### config.mk
export PLATFORM = sky130hd
export DESIGN_NAME = nxe_exec
export DESIGN_NICKNAME = d
export VERILOG_FILES = /design/src/design/nxe_pkg.sv /design/src/design/nxe_xor_unit.sv /design/src/design/nxe_exec.sv
export SDC_FILE = /design/constraint.sdc
export NUM_CORES = 1
export LEC_CHECK = 0
export CAP_MARGIN = 20
export CORE_ASPECT_RATIO = 1.2
export CORE_MARGIN = 1
export CORE_UTILIZATION = 40
export CTS_CLUSTER_DIAMETER = 30
export DETAILED_ROUTE_END_ITERATION = 8
export DONT_BUFFER_PORTS = 1
export PLACE_DENSITY = 0.52
export SYNTH_ARGS = -nofsm -noshare
export SYNTH_HDL_FRONTEND = slang
export SYNTH_SLANG_ARGS = --single-unit
### constraint.sdc
create_clock -name ref_clk_i -period 4.2 [get_ports ref_clk_i]
set_clock_uncertainty 0.15 [all_clocks]
set_input_delay 0 -clock ref_clk_i [delete_from_list [all_inputs] [get_ports ref_clk_i]]
set_output_delay 0 -clock ref_clk_i [all_outputs]
set_load 0.02 [all_outputs]
### src/design/nxe_pkg.sv
// Package with opcodes, decode classes and timing figures for the executor
package nxe_pkg;

    // ------------------------------------------------------------------
    // Opcode patterns and masks
    // ------------------------------------------------------------------
    localparam logic [7:0] OP_SWAP_LOW = 8'hd6;
    localparam logic [7:0] MASK_PTR = 8'hfe;
    localparam logic [7:0] OP_XOR_A_REG = 8'h68;
    localparam logic [7:0] MASK_REG = 8'hf8;
    localparam logic [7:0] OP_XOR_A_DIR = 8'h65;
    localparam logic [7:0] OP_XOR_A_IND = 8'h66;
    localparam logic [7:0] OP_XOR_A_IMM = 8'h64;
    localparam logic [7:0] OP_XOR_D_ACC = 8'h62;
    localparam logic [7:0] OP_XOR_D_IMM = 8'h63;

    // ------------------------------------------------------------------
    // Field positions
    // ------------------------------------------------------------------
    localparam int PTR_SEL_BIT = 0;
    localparam int REG_SEL_MSB = 2;
    localparam int SFR_SPACE_BIT = 7;
    localparam int NIB_HI_MSB = 7;
    localparam int NIB_HI_LSB = 4;
    localparam int NIB_LO_MSB = 3;
    localparam int NIB_LO_LSB = 0;

    // ------------------------------------------------------------------
    // Lengths in bytes and machine cycles
    // ------------------------------------------------------------------
    localparam logic [1:0] LEN_ONE = 2'h1;
    localparam logic [1:0] LEN_TWO = 2'h2;
    localparam logic [1:0] LEN_THREE = 2'h3;
    localparam logic [1:0] CYC_ONE = 2'h1;
    localparam logic [1:0] CYC_TWO = 2'h2;
    localparam logic [1:0] LEN_NONE = 2'h0;

    // ------------------------------------------------------------------
    // Decode classes
    // ------------------------------------------------------------------
    typedef enum logic [2:0] {
        K_NONE,
        K_SWAP_LOW,
        K_A_REG,
        K_A_DIR,
        K_A_IND,
        K_A_IMM,
        K_D_ACC,
        K_D_IMM
    } nxe_kind_type;

endpackage

### src/design/nxe_xor_unit.sv
// Byte exclusive-or with even parity of the result
`timescale 1ns/1ps
`default_nettype none
module nxe_xor_unit #(
    parameter int WIDTH = 8
) (
    input wire logic [WIDTH-1:0] operand_i,
    input wire logic [WIDTH-1:0] mask_i,
    output logic [WIDTH-1:0] result_o,
    output logic parity_o
);

    // ------------------------------------------------------------------
    // Combine and reduce
    // ------------------------------------------------------------------
    always_comb begin
        result_o = operand_i ^ mask_i; // [RQ3]
        parity_o = ^(operand_i ^ mask_i);
    end

endmodule // nxe_xor_unit
`default_nettype wire

### src/design/nxe_exec.sv
// Executor for the low nibble swap and exclusive-or instruction groups
//
// Contract
// [RQ1] Opcode 1101011i swaps low nibbles through pointer
// [RQ2] Swap keeps high nibbles, touches no flag
// [RQ3] Exclusive-or result goes to destination operand
// [RQ4] Only parity changes, and only for accumulator
// [RQ5] Port destination read from output latch
// [RQ6] Accumulator forms: register, direct, indirect sources
// [RQ7] Six forms; 01100100 XORs immediate into accumulator
// [RQ8] 01100011 direct, immediate: three bytes, two cycles
// [RQ9] Direct destination inverts bits chosen by mask
// [RQ10] 01100010 direct, accumulator: two bytes, one cycle
`timescale 1ns/1ps
`default_nettype none
module nxe_exec (
    input wire logic ref_clk_i,
    input wire logic rst_b_i,
    input wire logic start_i,
    input wire logic [7:0] opcode_i,
    input wire logic [7:0] operand1_i,
    input wire logic [7:0] operand2_i,
    input wire logic [1:0] bank_i,
    input wire logic [7:0] acc_i,
    input wire logic [7:0] mem_rdata_i,
    output logic mem_rd_o,
    output logic mem_wr_o,
    output logic [7:0] mem_addr_o,
    output logic mem_sfr_o,
    output logic mem_latch_o,
    output logic [7:0] mem_wdata_o,
    output logic acc_wr_o,
    output logic [7:0] acc_wdata_o,
    output logic parity_wr_o,
    output logic parity_o,
    output logic busy_o,
    output logic done_o,
    output logic unsupported_o,
    output logic [1:0] length_o,
    output logic [1:0] cycles_o
);

    // ------------------------------------------------------------------
    // State
    // ------------------------------------------------------------------
    typedef enum logic [1:0] {
        ST_IDLE,
        ST_POINTER,
        ST_OPERAND
    } nxe_state_type;

    typedef struct packed {
        nxe_state_type state;
        nxe_pkg::nxe_kind_type kind;
        logic [7:0] imm1;
        logic [7:0] imm2;
        logic [7:0] acc;
        logic mem_rd;
        logic mem_wr;
        logic [7:0] mem_addr;
        logic mem_sfr;
        logic mem_latch;
        logic [7:0] mem_wdata;
        logic acc_wr;
        logic [7:0] acc_wdata;
        logic parity_wr;
        logic parity;
        logic busy;
        logic done;
        logic unsupported;
        logic [1:0] length;
        logic [1:0] cycles;
    } nxe_regs_type;

    nxe_regs_type cur;
    nxe_regs_type next_cur;
    logic [7:0] xor_operand;
    logic [7:0] xor_mask;
    logic [7:0] xor_result;
    logic xor_parity;

    // ------------------------------------------------------------------
    // Opcode classification
    // ------------------------------------------------------------------
    function automatic nxe_pkg::nxe_kind_type classify(input logic [7:0] op);
        nxe_pkg::nxe_kind_type k;
        k = nxe_pkg::K_NONE;
        if ((op & nxe_pkg::MASK_PTR) == nxe_pkg::OP_SWAP_LOW) begin
            k = nxe_pkg::K_SWAP_LOW; // [RQ1]
        end else if ((op & nxe_pkg::MASK_REG) == nxe_pkg::OP_XOR_A_REG) begin
            k = nxe_pkg::K_A_REG; // [RQ6]
        end else if (op == nxe_pkg::OP_XOR_A_DIR) begin
            k = nxe_pkg::K_A_DIR; // [RQ6]
        end else if ((op & nxe_pkg::MASK_PTR) == nxe_pkg::OP_XOR_A_IND) begin
            k = nxe_pkg::K_A_IND; // [RQ6]
        end else if (op == nxe_pkg::OP_XOR_A_IMM) begin
            k = nxe_pkg::K_A_IMM; // [RQ7]
        end else if (op == nxe_pkg::OP_XOR_D_ACC) begin
            k = nxe_pkg::K_D_ACC; // [RQ10]
        end else if (op == nxe_pkg::OP_XOR_D_IMM) begin
            k = nxe_pkg::K_D_IMM; // [RQ8]
        end
        return k;
    endfunction

    function automatic logic [1:0] byte_count(input nxe_pkg::nxe_kind_type k);
        logic [1:0] n;
        n = nxe_pkg::LEN_NONE;
        case (k)
            nxe_pkg::K_SWAP_LOW: n = nxe_pkg::LEN_ONE; // [RQ1]
            nxe_pkg::K_A_REG: n = nxe_pkg::LEN_ONE; // [RQ6]
            nxe_pkg::K_A_IND: n = nxe_pkg::LEN_ONE; // [RQ6]
            nxe_pkg::K_A_DIR: n = nxe_pkg::LEN_TWO; // [RQ6]
            nxe_pkg::K_A_IMM: n = nxe_pkg::LEN_TWO; // [RQ7]
            nxe_pkg::K_D_ACC: n = nxe_pkg::LEN_TWO; // [RQ10]
            nxe_pkg::K_D_IMM: n = nxe_pkg::LEN_THREE; // [RQ8]
            default: n = nxe_pkg::LEN_NONE;
        endcase
        return n;
    endfunction

    // ------------------------------------------------------------------
    // Operand selection and arithmetic
    // ------------------------------------------------------------------
    always_comb begin
        if (cur.kind == nxe_pkg::K_A_IMM) begin
            xor_operand = cur.imm1; // [RQ7]
        end else begin
            xor_operand = mem_rdata_i;
        end
        if (cur.kind == nxe_pkg::K_D_IMM) begin
            xor_mask = cur.imm2; // [RQ9]
        end else begin
            xor_mask = cur.acc; // [RQ9]
        end
    end

    nxe_xor_unit #(
        .WIDTH(8)
    ) u_xor (
        .operand_i(xor_operand),
        .mask_i(xor_mask),
        .result_o(xor_result),
        .parity_o(xor_parity)
    );

    // ------------------------------------------------------------------
    // Sequencer
    // ------------------------------------------------------------------
    always_comb begin
        next_cur = cur;
        next_cur.mem_rd = 1'b0;
        next_cur.mem_wr = 1'b0;
        next_cur.acc_wr = 1'b0;
        next_cur.parity_wr = 1'b0;
        next_cur.done = 1'b0;
        next_cur.unsupported = 1'b0;
        case (cur.state)
            ST_IDLE: begin
                if (start_i) begin
                    next_cur.kind = classify(opcode_i);
                    next_cur.imm1 = operand1_i;
                    next_cur.imm2 = operand2_i;
                    next_cur.acc = acc_i;
                    next_cur.length = byte_count(classify(opcode_i));
                    next_cur.cycles = nxe_pkg::CYC_ONE;
                    next_cur.mem_sfr = 1'b0;
                    next_cur.mem_latch = 1'b0;
                    next_cur.busy = 1'b1;
                    case (classify(opcode_i))
                        nxe_pkg::K_SWAP_LOW, nxe_pkg::K_A_IND: begin
                            next_cur.mem_rd = 1'b1;
                            next_cur.mem_addr = {3'h0, bank_i, 2'h0,
                                opcode_i[nxe_pkg::PTR_SEL_BIT]}; // [RQ1]
                            next_cur.state = ST_POINTER;
                        end
                        nxe_pkg::K_A_REG: begin
                            next_cur.mem_rd = 1'b1;
                            next_cur.mem_addr = {3'h0, bank_i,
                                opcode_i[nxe_pkg::REG_SEL_MSB:0]}; // [RQ6]
                            next_cur.state = ST_OPERAND;
                        end
                        nxe_pkg::K_A_DIR: begin
                            next_cur.mem_rd = 1'b1;
                            next_cur.mem_addr = operand1_i;
                            next_cur.mem_sfr =
                                operand1_i[nxe_pkg::SFR_SPACE_BIT];
                            next_cur.state = ST_OPERAND;
                        end
                        nxe_pkg::K_D_ACC, nxe_pkg::K_D_IMM: begin
                            next_cur.mem_rd = 1'b1;
                            next_cur.mem_addr = operand1_i;
                            next_cur.mem_sfr =
                                operand1_i[nxe_pkg::SFR_SPACE_BIT];
                            next_cur.mem_latch = 1'b1; // [RQ5]
                            next_cur.state = ST_OPERAND;
                            if (classify(opcode_i) == nxe_pkg::K_D_IMM) begin
                                next_cur.cycles = nxe_pkg::CYC_TWO; // [RQ8]
                            end
                        end
                        nxe_pkg::K_A_IMM: begin
                            next_cur.state = ST_OPERAND; // [RQ7]
                        end
                        default: begin
                            next_cur.busy = 1'b0;
                            next_cur.unsupported = 1'b1;
                            next_cur.state = ST_IDLE;
                        end
                    endcase
                end
            end
            ST_POINTER: begin
                next_cur.mem_rd = 1'b1;
                next_cur.mem_addr = mem_rdata_i; // [RQ1]
                next_cur.mem_sfr = 1'b0;
                next_cur.state = ST_OPERAND;
            end
            ST_OPERAND: begin
                next_cur.done = 1'b1;
                next_cur.busy = 1'b0;
                next_cur.state = ST_IDLE;
                case (cur.kind)
                    nxe_pkg::K_SWAP_LOW: begin
                        next_cur.mem_wr = 1'b1;
                        next_cur.mem_wdata = {
                            mem_rdata_i[nxe_pkg::NIB_HI_MSB:nxe_pkg::NIB_HI_LSB],
                            cur.acc[nxe_pkg::NIB_LO_MSB:nxe_pkg::NIB_LO_LSB]
                        }; // [RQ1] [RQ2]
                        next_cur.acc_wr = 1'b1;
                        next_cur.acc_wdata = {
                            cur.acc[nxe_pkg::NIB_HI_MSB:nxe_pkg::NIB_HI_LSB],
                            mem_rdata_i[nxe_pkg::NIB_LO_MSB:nxe_pkg::NIB_LO_LSB]
                        }; // [RQ1] [RQ2]
                    end
                    nxe_pkg::K_A_REG, nxe_pkg::K_A_DIR,
                    nxe_pkg::K_A_IND, nxe_pkg::K_A_IMM: begin
                        next_cur.acc_wr = 1'b1;
                        next_cur.acc_wdata = xor_result; // [RQ3]
                        next_cur.parity_wr = 1'b1;
                        next_cur.parity = xor_parity; // [RQ4]
                    end
                    nxe_pkg::K_D_ACC, nxe_pkg::K_D_IMM: begin
                        next_cur.mem_wr = 1'b1;
                        next_cur.mem_latch = 1'b0;
                        next_cur.mem_wdata = xor_result; // [RQ3] [RQ9]
                    end
                    default: begin
                        next_cur.done = 1'b0;
                    end
                endcase
            end
            default: begin
                next_cur.state = ST_IDLE;
                next_cur.busy = 1'b0;
            end
        endcase
    end

    always_ff @(posedge ref_clk_i or negedge rst_b_i) begin
        if (!rst_b_i) begin
            cur <= '0;
        end else begin
            cur <= next_cur;
        end
    end

    // ------------------------------------------------------------------
    // Outputs
    // ------------------------------------------------------------------
    always_comb begin
        mem_rd_o = cur.mem_rd;
        mem_wr_o = cur.mem_wr;
        mem_addr_o = cur.mem_addr;
        mem_sfr_o = cur.mem_sfr;
        mem_latch_o = cur.mem_latch;
        mem_wdata_o = cur.mem_wdata;
        acc_wr_o = cur.acc_wr;
        acc_wdata_o = cur.acc_wdata;
        parity_wr_o = cur.parity_wr;
        parity_o = cur.parity;
        busy_o = cur.busy;
        done_o = cur.done;
        unsupported_o = cur.unsupported;
        length_o = cur.length;
        cycles_o = cur.cycles;
    end

endmodule // nxe_exec
`default_nettype wire

# ---- After elaboration in Yosys (flattened, before gate mapping)
# Cells that the tools add are included.
dict set report classes {
  div 0
  multipliers 0
  n_eq_ne 27
  muxes 43
  n_shift 0
  addsub 0
  n_reduce_logical 26
  n_bitwise 2
  order_cmp 0
}
# cell count
set ops {}
lappend ops {{$mux W3} 12}
lappend ops {{$pmux W9 S2} 2}
lappend ops {{$eq A8 B7 Y1 const B} 4}
lappend ops {{$mux W30} 1}
lappend ops {{$eq A3 B3 Y1 const B} 9}
lappend ops {{$pmux W8 S3} 1}
lappend ops {{$mux W8} 2}
lappend ops {{$pmux W8 S2} 1}
lappend ops {{$reduce_or A7 Y1} 2}
lappend ops {{$eq A3 B2 Y1 const B} 4}
lappend ops {{$reduce_and A2 Y1} 6}
lappend ops {{$reduce_or A3 Y1} 4}
lappend ops {{$mux W1} 11}
lappend ops {{$mux W11} 1}
lappend ops {{$mux W10} 1}
lappend ops {{$mux W5} 2}
lappend ops {{$pmux W2 S2} 2}
lappend ops {{$reduce_bool A2 Y1} 4}
lappend ops {{$reduce_xor A8 Y1} 1}
lappend ops {{$xor A8 B8 Y8} 1}
lappend ops {{$eq A7 B6 Y1 const B} 1}
lappend ops {{$eq A7 B7 Y1 const B} 1}
lappend ops {{$eq A3 B1 Y1 const B} 2}
lappend ops {{$mux W2} 3}
lappend ops {{other kinds (15)} 20}
dict set report totals {
  input_bits 45
  mem_bits_ro 0
  latchBits 0
  ramBits 0
  register_bits 67
  elab_cells 118
  mem_count 0
}

# ---- Depth between registers and ports, before layout
dict set report logic_depth {
  word_depth 20
  depth_mapped 9
  depth_no_buf 8
}

# ---- Modules after synthesis
# Synthesis repeated with hierarchy kept, for this count alone.
dict set report hier_totals {
  cells_unflattened 364
  hier_area_um2 3538.4
}
# mod area_per_inst_um2 instances cells_each seq_area_each_um2
set modules_own_cells {}
lappend modules_own_cells {nxe_exec 3385.7 1 350 1676.6}
lappend modules_own_cells {nxe_xor_unit 152.6 1 14 0.0}

# ---- Least setup slack after synthesis
# OpenSTA, ideal clock, no wires.
dict set report synth_timing {
  kind {flip-flop to flip-flop}
  from {register cur[64] (netlist bit)}
  to {register cur, in the netlist parity_o}
  path_stages_with_launch 10
  required_time_ps 3927
  arrival_time_ps 1715
  setup_slack_ps 2212
  path_cell_list {dfrtp_1 -> buf_2 -> nand3b_1 -> buf_6 -> mux2i_1 -> xor2_1 -> xnor2_1 -> xnor2_1 -> xnor2_1 -> a21oi_1}
}
dict set report synth_between {
  elab_chain_cells 4
}
# element line_no
set synth_rtl {}
lappend synth_rtl {{start: declaration} nxe_exec.sv:75} ;# nxe_regs_type cur;
lappend synth_rtl {{start signal: assignment} nxe_exec.sv:263} ;# cur <= next_cur;
lappend synth_rtl {{$eq A3 B3 Y1 (on tied branches)} {nxe_exec.sv:126, nxe_exec.sv:222, nxe_exec.sv:131}}
lappend synth_rtl {{$mux W8 (on tied branches)} {nxe_exec.sv:126, nxe_exec.sv:131}}
lappend synth_rtl {{$xor A8 B8 Y8} nxe_xor_unit.sv:18} ;# parity_o = ^(operand_i ^ mask_i);
lappend synth_rtl {{$reduce_xor A8 Y1} nxe_xor_unit.sv:18}
# Several ways; a longest one is shown, not always the timed one.
# A chain may end at the register's enable or synchronous reset.

# ---- Final worst setup path
dict set report layout_timing {
  from {input opcode_i[2]}
  to {register cur, in the netlist mem_addr_o[0]}
}
dict set report layout_between {
  elab_chain_cells 15
}
# element line_no
set layout_rtl {}
lappend layout_rtl {{start: declaration} nxe_exec.sv:20} ;# input wire logic [7:0] opcode_i,
lappend layout_rtl {{$eq A8 B7 Y1} nxe_exec.sv:100} ;# end else if (op == nxe_pkg::OP_XOR_D_IMM) begin
lappend layout_rtl {{$mux W3} nxe_exec.sv:100}
lappend layout_rtl {{$mux W3} nxe_exec.sv:98} ;# end else if (op == nxe_pkg::OP_XOR_D_ACC) begin
lappend layout_rtl {{$mux W3} nxe_exec.sv:96} ;# end else if (op == nxe_pkg::OP_XOR_A_IMM) begin
lappend layout_rtl {{$mux W3} nxe_exec.sv:94} ;# end else if ((op & nxe_pkg::MASK_PTR) == nxe_pkg::OP_XOR_A_IND) begin
lappend layout_rtl {{$mux W3} nxe_exec.sv:92} ;# end else if (op == nxe_pkg::OP_XOR_A_DIR) begin
lappend layout_rtl {{$mux W3} nxe_exec.sv:90} ;# end else if ((op & nxe_pkg::MASK_REG) == nxe_pkg::OP_XOR_A_REG) begin
lappend layout_rtl {{$mux W3 *} --}
lappend layout_rtl {{$mux W3 *} nxe_exec.sv:160} ;# if (start_i) begin
lappend layout_rtl {{$mux W3 *} nxe_exec.sv:158} ;# case (cur.state)
lappend layout_rtl {{$eq A3 B3 Y1 (tied with other cells)} nxe_exec.sv:170} ;# case (classify(opcode_i))
lappend layout_rtl {{$reduce_or A3 Y1 (no source line) or $reduce_or A2 Y1 (tied branches)} --}
lappend layout_rtl {{$pmux W8 S3} nxe_exec.sv:170}
lappend layout_rtl {{$mux W10} nxe_exec.sv:160}
lappend layout_rtl {{$pmux W9 S2} nxe_exec.sv:158}
# Mark *: on every way between the ends. The rest lies on a longest branch, timed or not. The select of a mux whose other input is x is not followed.

==> results.json <==
{
  "routabilityCongestion": 0.875,
  "powerDensity_mw_per_mm2": 373,
  "grt_setup_unrepaired": "no",
  "drive_above_1_share": 0.0557,
  "cp_cell_sequence": "dlygate4sd3_1 > nand2_1 > o32ai_1 > nand2_1 > a2111oi_0 > a21oi_1 > a21oi_1 > dlygate4sd3_1",
  "hold_buffers": 47,
  "crit_type": "in2reg",
  "dieWidth_um": 88.1,
  "tns_ps": 0,
  "num_vias": 2727,
  "drv_cap": 0,
  "r2r_cells": 6,
  "fin_crit_ps": 2550,
  "track_usage": 0.216,
  "grt_pass1_vias": 2794,
  "drv_slew": 0,
  "h-tree-depth": 3,
  "syn_avg_cell_area_um2": 8.91,
  "met1_length_um": 4110,
  "drc": 0,
  "met3WireLength_um": 499,
  "clk_pin_slew_ps": 70,
  "ant_nets": 0,
  "seq_power_share": 0.503,
  "synth.distinct_cells": 43,
  "r2r_end": "mem_addr_o[0]$_DFFE_PN0P_",
  "crit_path_end_kind": "register",
  "cp.required_ps": 4320,
  "wl_met2_um": 4530,
  "finalNetCount": 457,
  "tightest_slew_ps": 864,
  "cts_sinks": 67,
  "seq_area_frac_synth": 0.472,
  "wl_per_cell_um": 17.5,
  "crit_fanout": 17,
  "routed.top_layer": "met4",
  "grt_max_degree": 68,
  "avgViaCountPerCell": 5.15,
  "ys_warn_count": 0,
  "syn-num-nets": 446,
  "netlist_area_mm2": 0.00355,
  "min_path_type": "in2reg",
  "grt_pass1_wl_um": 14900,
  "clk_path_buf_depth": 2,
  "power_frac_comb": 0.141,
  "startpoint": "opcode_i[2]",
  "area_delta_synth_final_pct": 15.5,
  "dieArea_mm2": 0.00927,
  "crit_slowest_cell": "dlygate4sd3_1",
  "finalSetupViolations": 0,
  "clk_latency_ps": 340,
  "internal_power_uw": 1120,
  "worst_setup_path_start_kind": "primary input",
  "start_util": 0.413,
  "antennaDiodeCount": 0,
  "die_h_um": 105,
  "cts_resized": 0,
  "ff2ff_setup_slack_ps": 1660,
  "arrival_ps": 2670,
  "clock.fmax_mhz": 392,
  "pwr-share-clk": 0.356,
  "swShare": 0.270,
  "synth_edf_count": 0,
  "status": "completed",
  "root_buffer": "clkbuf_8",
  "p_sw_uw": 414,
  "finalHoldViolCount": 0,
  "postPlaceCellArea_mm2": 0.00342,
  "ys_ff_latch": 67,
  "num_rows": 37,
  "peakVddDrop_uv": 185,
  "drtIter0Drc": 129,
  "layout_commonest_cell": "nand2_1",
  "io_buffers": 0,
  "setup.worst_path.end": "mem_addr_o[0]$_DFFE_PN0P_",
  "wirelength_um": 9300,
  "synthArstFlopShare": 1.00,
  "dpl.hpwl_um": 6500,
  "numCtsBuffers": 9,
  "slew_headroom": 0.423,
  "final_cell_mix": "107 x nand2_1, 67 x dfrtp_1, 46 x dlygate4sd3_1, 33 x nor2_1, 20 x o21ai_0",
  "antenna_found_initial": 0,
  "cts_tree": "yes",
  "grt-ovfl-total": 0,
  "r2r-start": "cur[66]$_DFFE_PN0N_",
  "min_period_over_period": 0.607,
  "synth_ff_type": "dfrtp_1",
  "slowest_delay_ps": 610,
  "cts_setup_buffers": 0,
  "dr.pass1.iters": 4,
  "netlist_instances": 399,
  "io_pins": 83,
  "leakage_uw": 0.00195,
  "core_area_mm2": 0.00861,
  "stdcell_area_mm2": 0.00411
}
[critical path: cells and delay by family]
kind                   cells  cell delay (ps)
AOI/OAI and AO/OA          4             1000
buffers and inverters      2             1160
and+or+nand+nor            2              510
[cells in the mapped netlist, drive strengths merged (4+ instances only)]
| library cell | number | share of area |
|---|---|---|
| nor2b | 6 | 0.011 |
| nand2b | 4 | 0.0070 |
| xnor2 | 7 | 0.017 |
| nor2 | 33 | 0.035 |
| o22ai | 8 | 0.014 |
| nand2 | 107 | 0.11 |
| a21oi | 15 | 0.021 |
| o21ai | 21 | 0.030 |
| xor2 | 8 | 0.020 |
| buf | 32 | 0.068 |
| inv | 4 | 0.0042 |
| a22oi | 8 | 0.017 |
| o22a | 9 | 0.022 |
| nand3 | 4 | 0.0092 |
| nor3 | 4 | 0.0056 |
| mux2i | 19 | 0.054 |
| dfrtp | 67 | 0.47 |
| clkbuf | 18 | 0.019 |
[power groups by stage]
stage	clock network, uW	logic, uW	registers [uW]
after floorplan	0	199	734
after global placement	0	149	783
after detailed placement	0	151	783
after CTS	560	217	771
after global routing	592	242	775
final	546	216	770
[kinds of logic after synthesis]
| kind of cell | Yosys count | share of synthesized area |
|---|---|---|
| xor+xnor | 15 | 0.0370 |
| buf+inv | 54 | 0.0912 |
| compound gates | 72 | 0.129 |
| mux | 20 | 0.0567 |
| fa+ha+maj | 2 | 0.00915 |
| flops | 67 | 0.472 |
| simple gates | 169 | 0.205 |
[registers in the layout, indices dropped and copies added, names as in the netlist]
signal / count
mem_wdata_o: 8
cur: 29
mem_sfr_o: 1
mem_addr_o: 8
length_o: 2
mem_rd_o: 1
busy_o: 1
parity_o: 1
parity_wr_o: 1
acc_wr_o: 1
unsupported_o: 1
acc_wdata_o: 8
done_o: 1
mem_wr_o: 1
mem_latch_o: 1
cycles_o: 2
[metrics by stage]
step | util | hold WS [ps] | total power (uW) | worst slack [ps] | std cells
after floorplan | - | -446 | 934 | 2210 | 399
final | 0.477 | 31.5 | 1530 | 1650 | 530
after global routing | 0.477 | 46.8 | 1610 | 1440 | 530
after global placement | 0.397 | -443 | 932 | 1850 | 469
after CTS | 0.477 | 10.1 | 1550 | 1570 | 530
after detailed placement | 0.397 | -443 | 934 | 1820 | 469
[layout make-up]
cell class,count,area [um2]
clock buffer,12,165
clock inverter,2,35.0
fill,869,4510
inverter,4,15.0
multi-input combinational,278,1560
sequential,67,1680
tap,117,146
timing repair buffer,50,510
[routing by layer]
layer,vias up,track usage
met5,-,0
met4,0,0.0749
met3,12,0.0681
met2,77,0.341
met1,1305,0.277
li1,1333,-
[worst min path at each step]
stage | startpoint | slack (ps) | to | cells past startpoint
3_3_place_gp | rst_b_i | -440 | mem_wdata_o[6]$_DFFE_PN0P_ | 0
5_1_grt | mem_rdata_i[1] | 50 | mem_wdata_o[1]$_DFFE_PN0P_ | 4
4_1_cts | mem_rdata_i[2] | 10 | mem_wdata_o[2]$_DFFE_PN0P_ | 4
6_report | mem_rdata_i[2] | 30 | mem_wdata_o[2]$_DFFE_PN0P_ | 4
3_5_place_dp | rst_b_i | -440 | mem_wdata_o[3]$_DFFE_PN0P_ | 0
2_1_floorplan | rst_b_i | -450 | acc_wdata_o[0]$_DFFE_PN0P_ | 0
No activity file was read; power rests on OpenSTA's default activity.
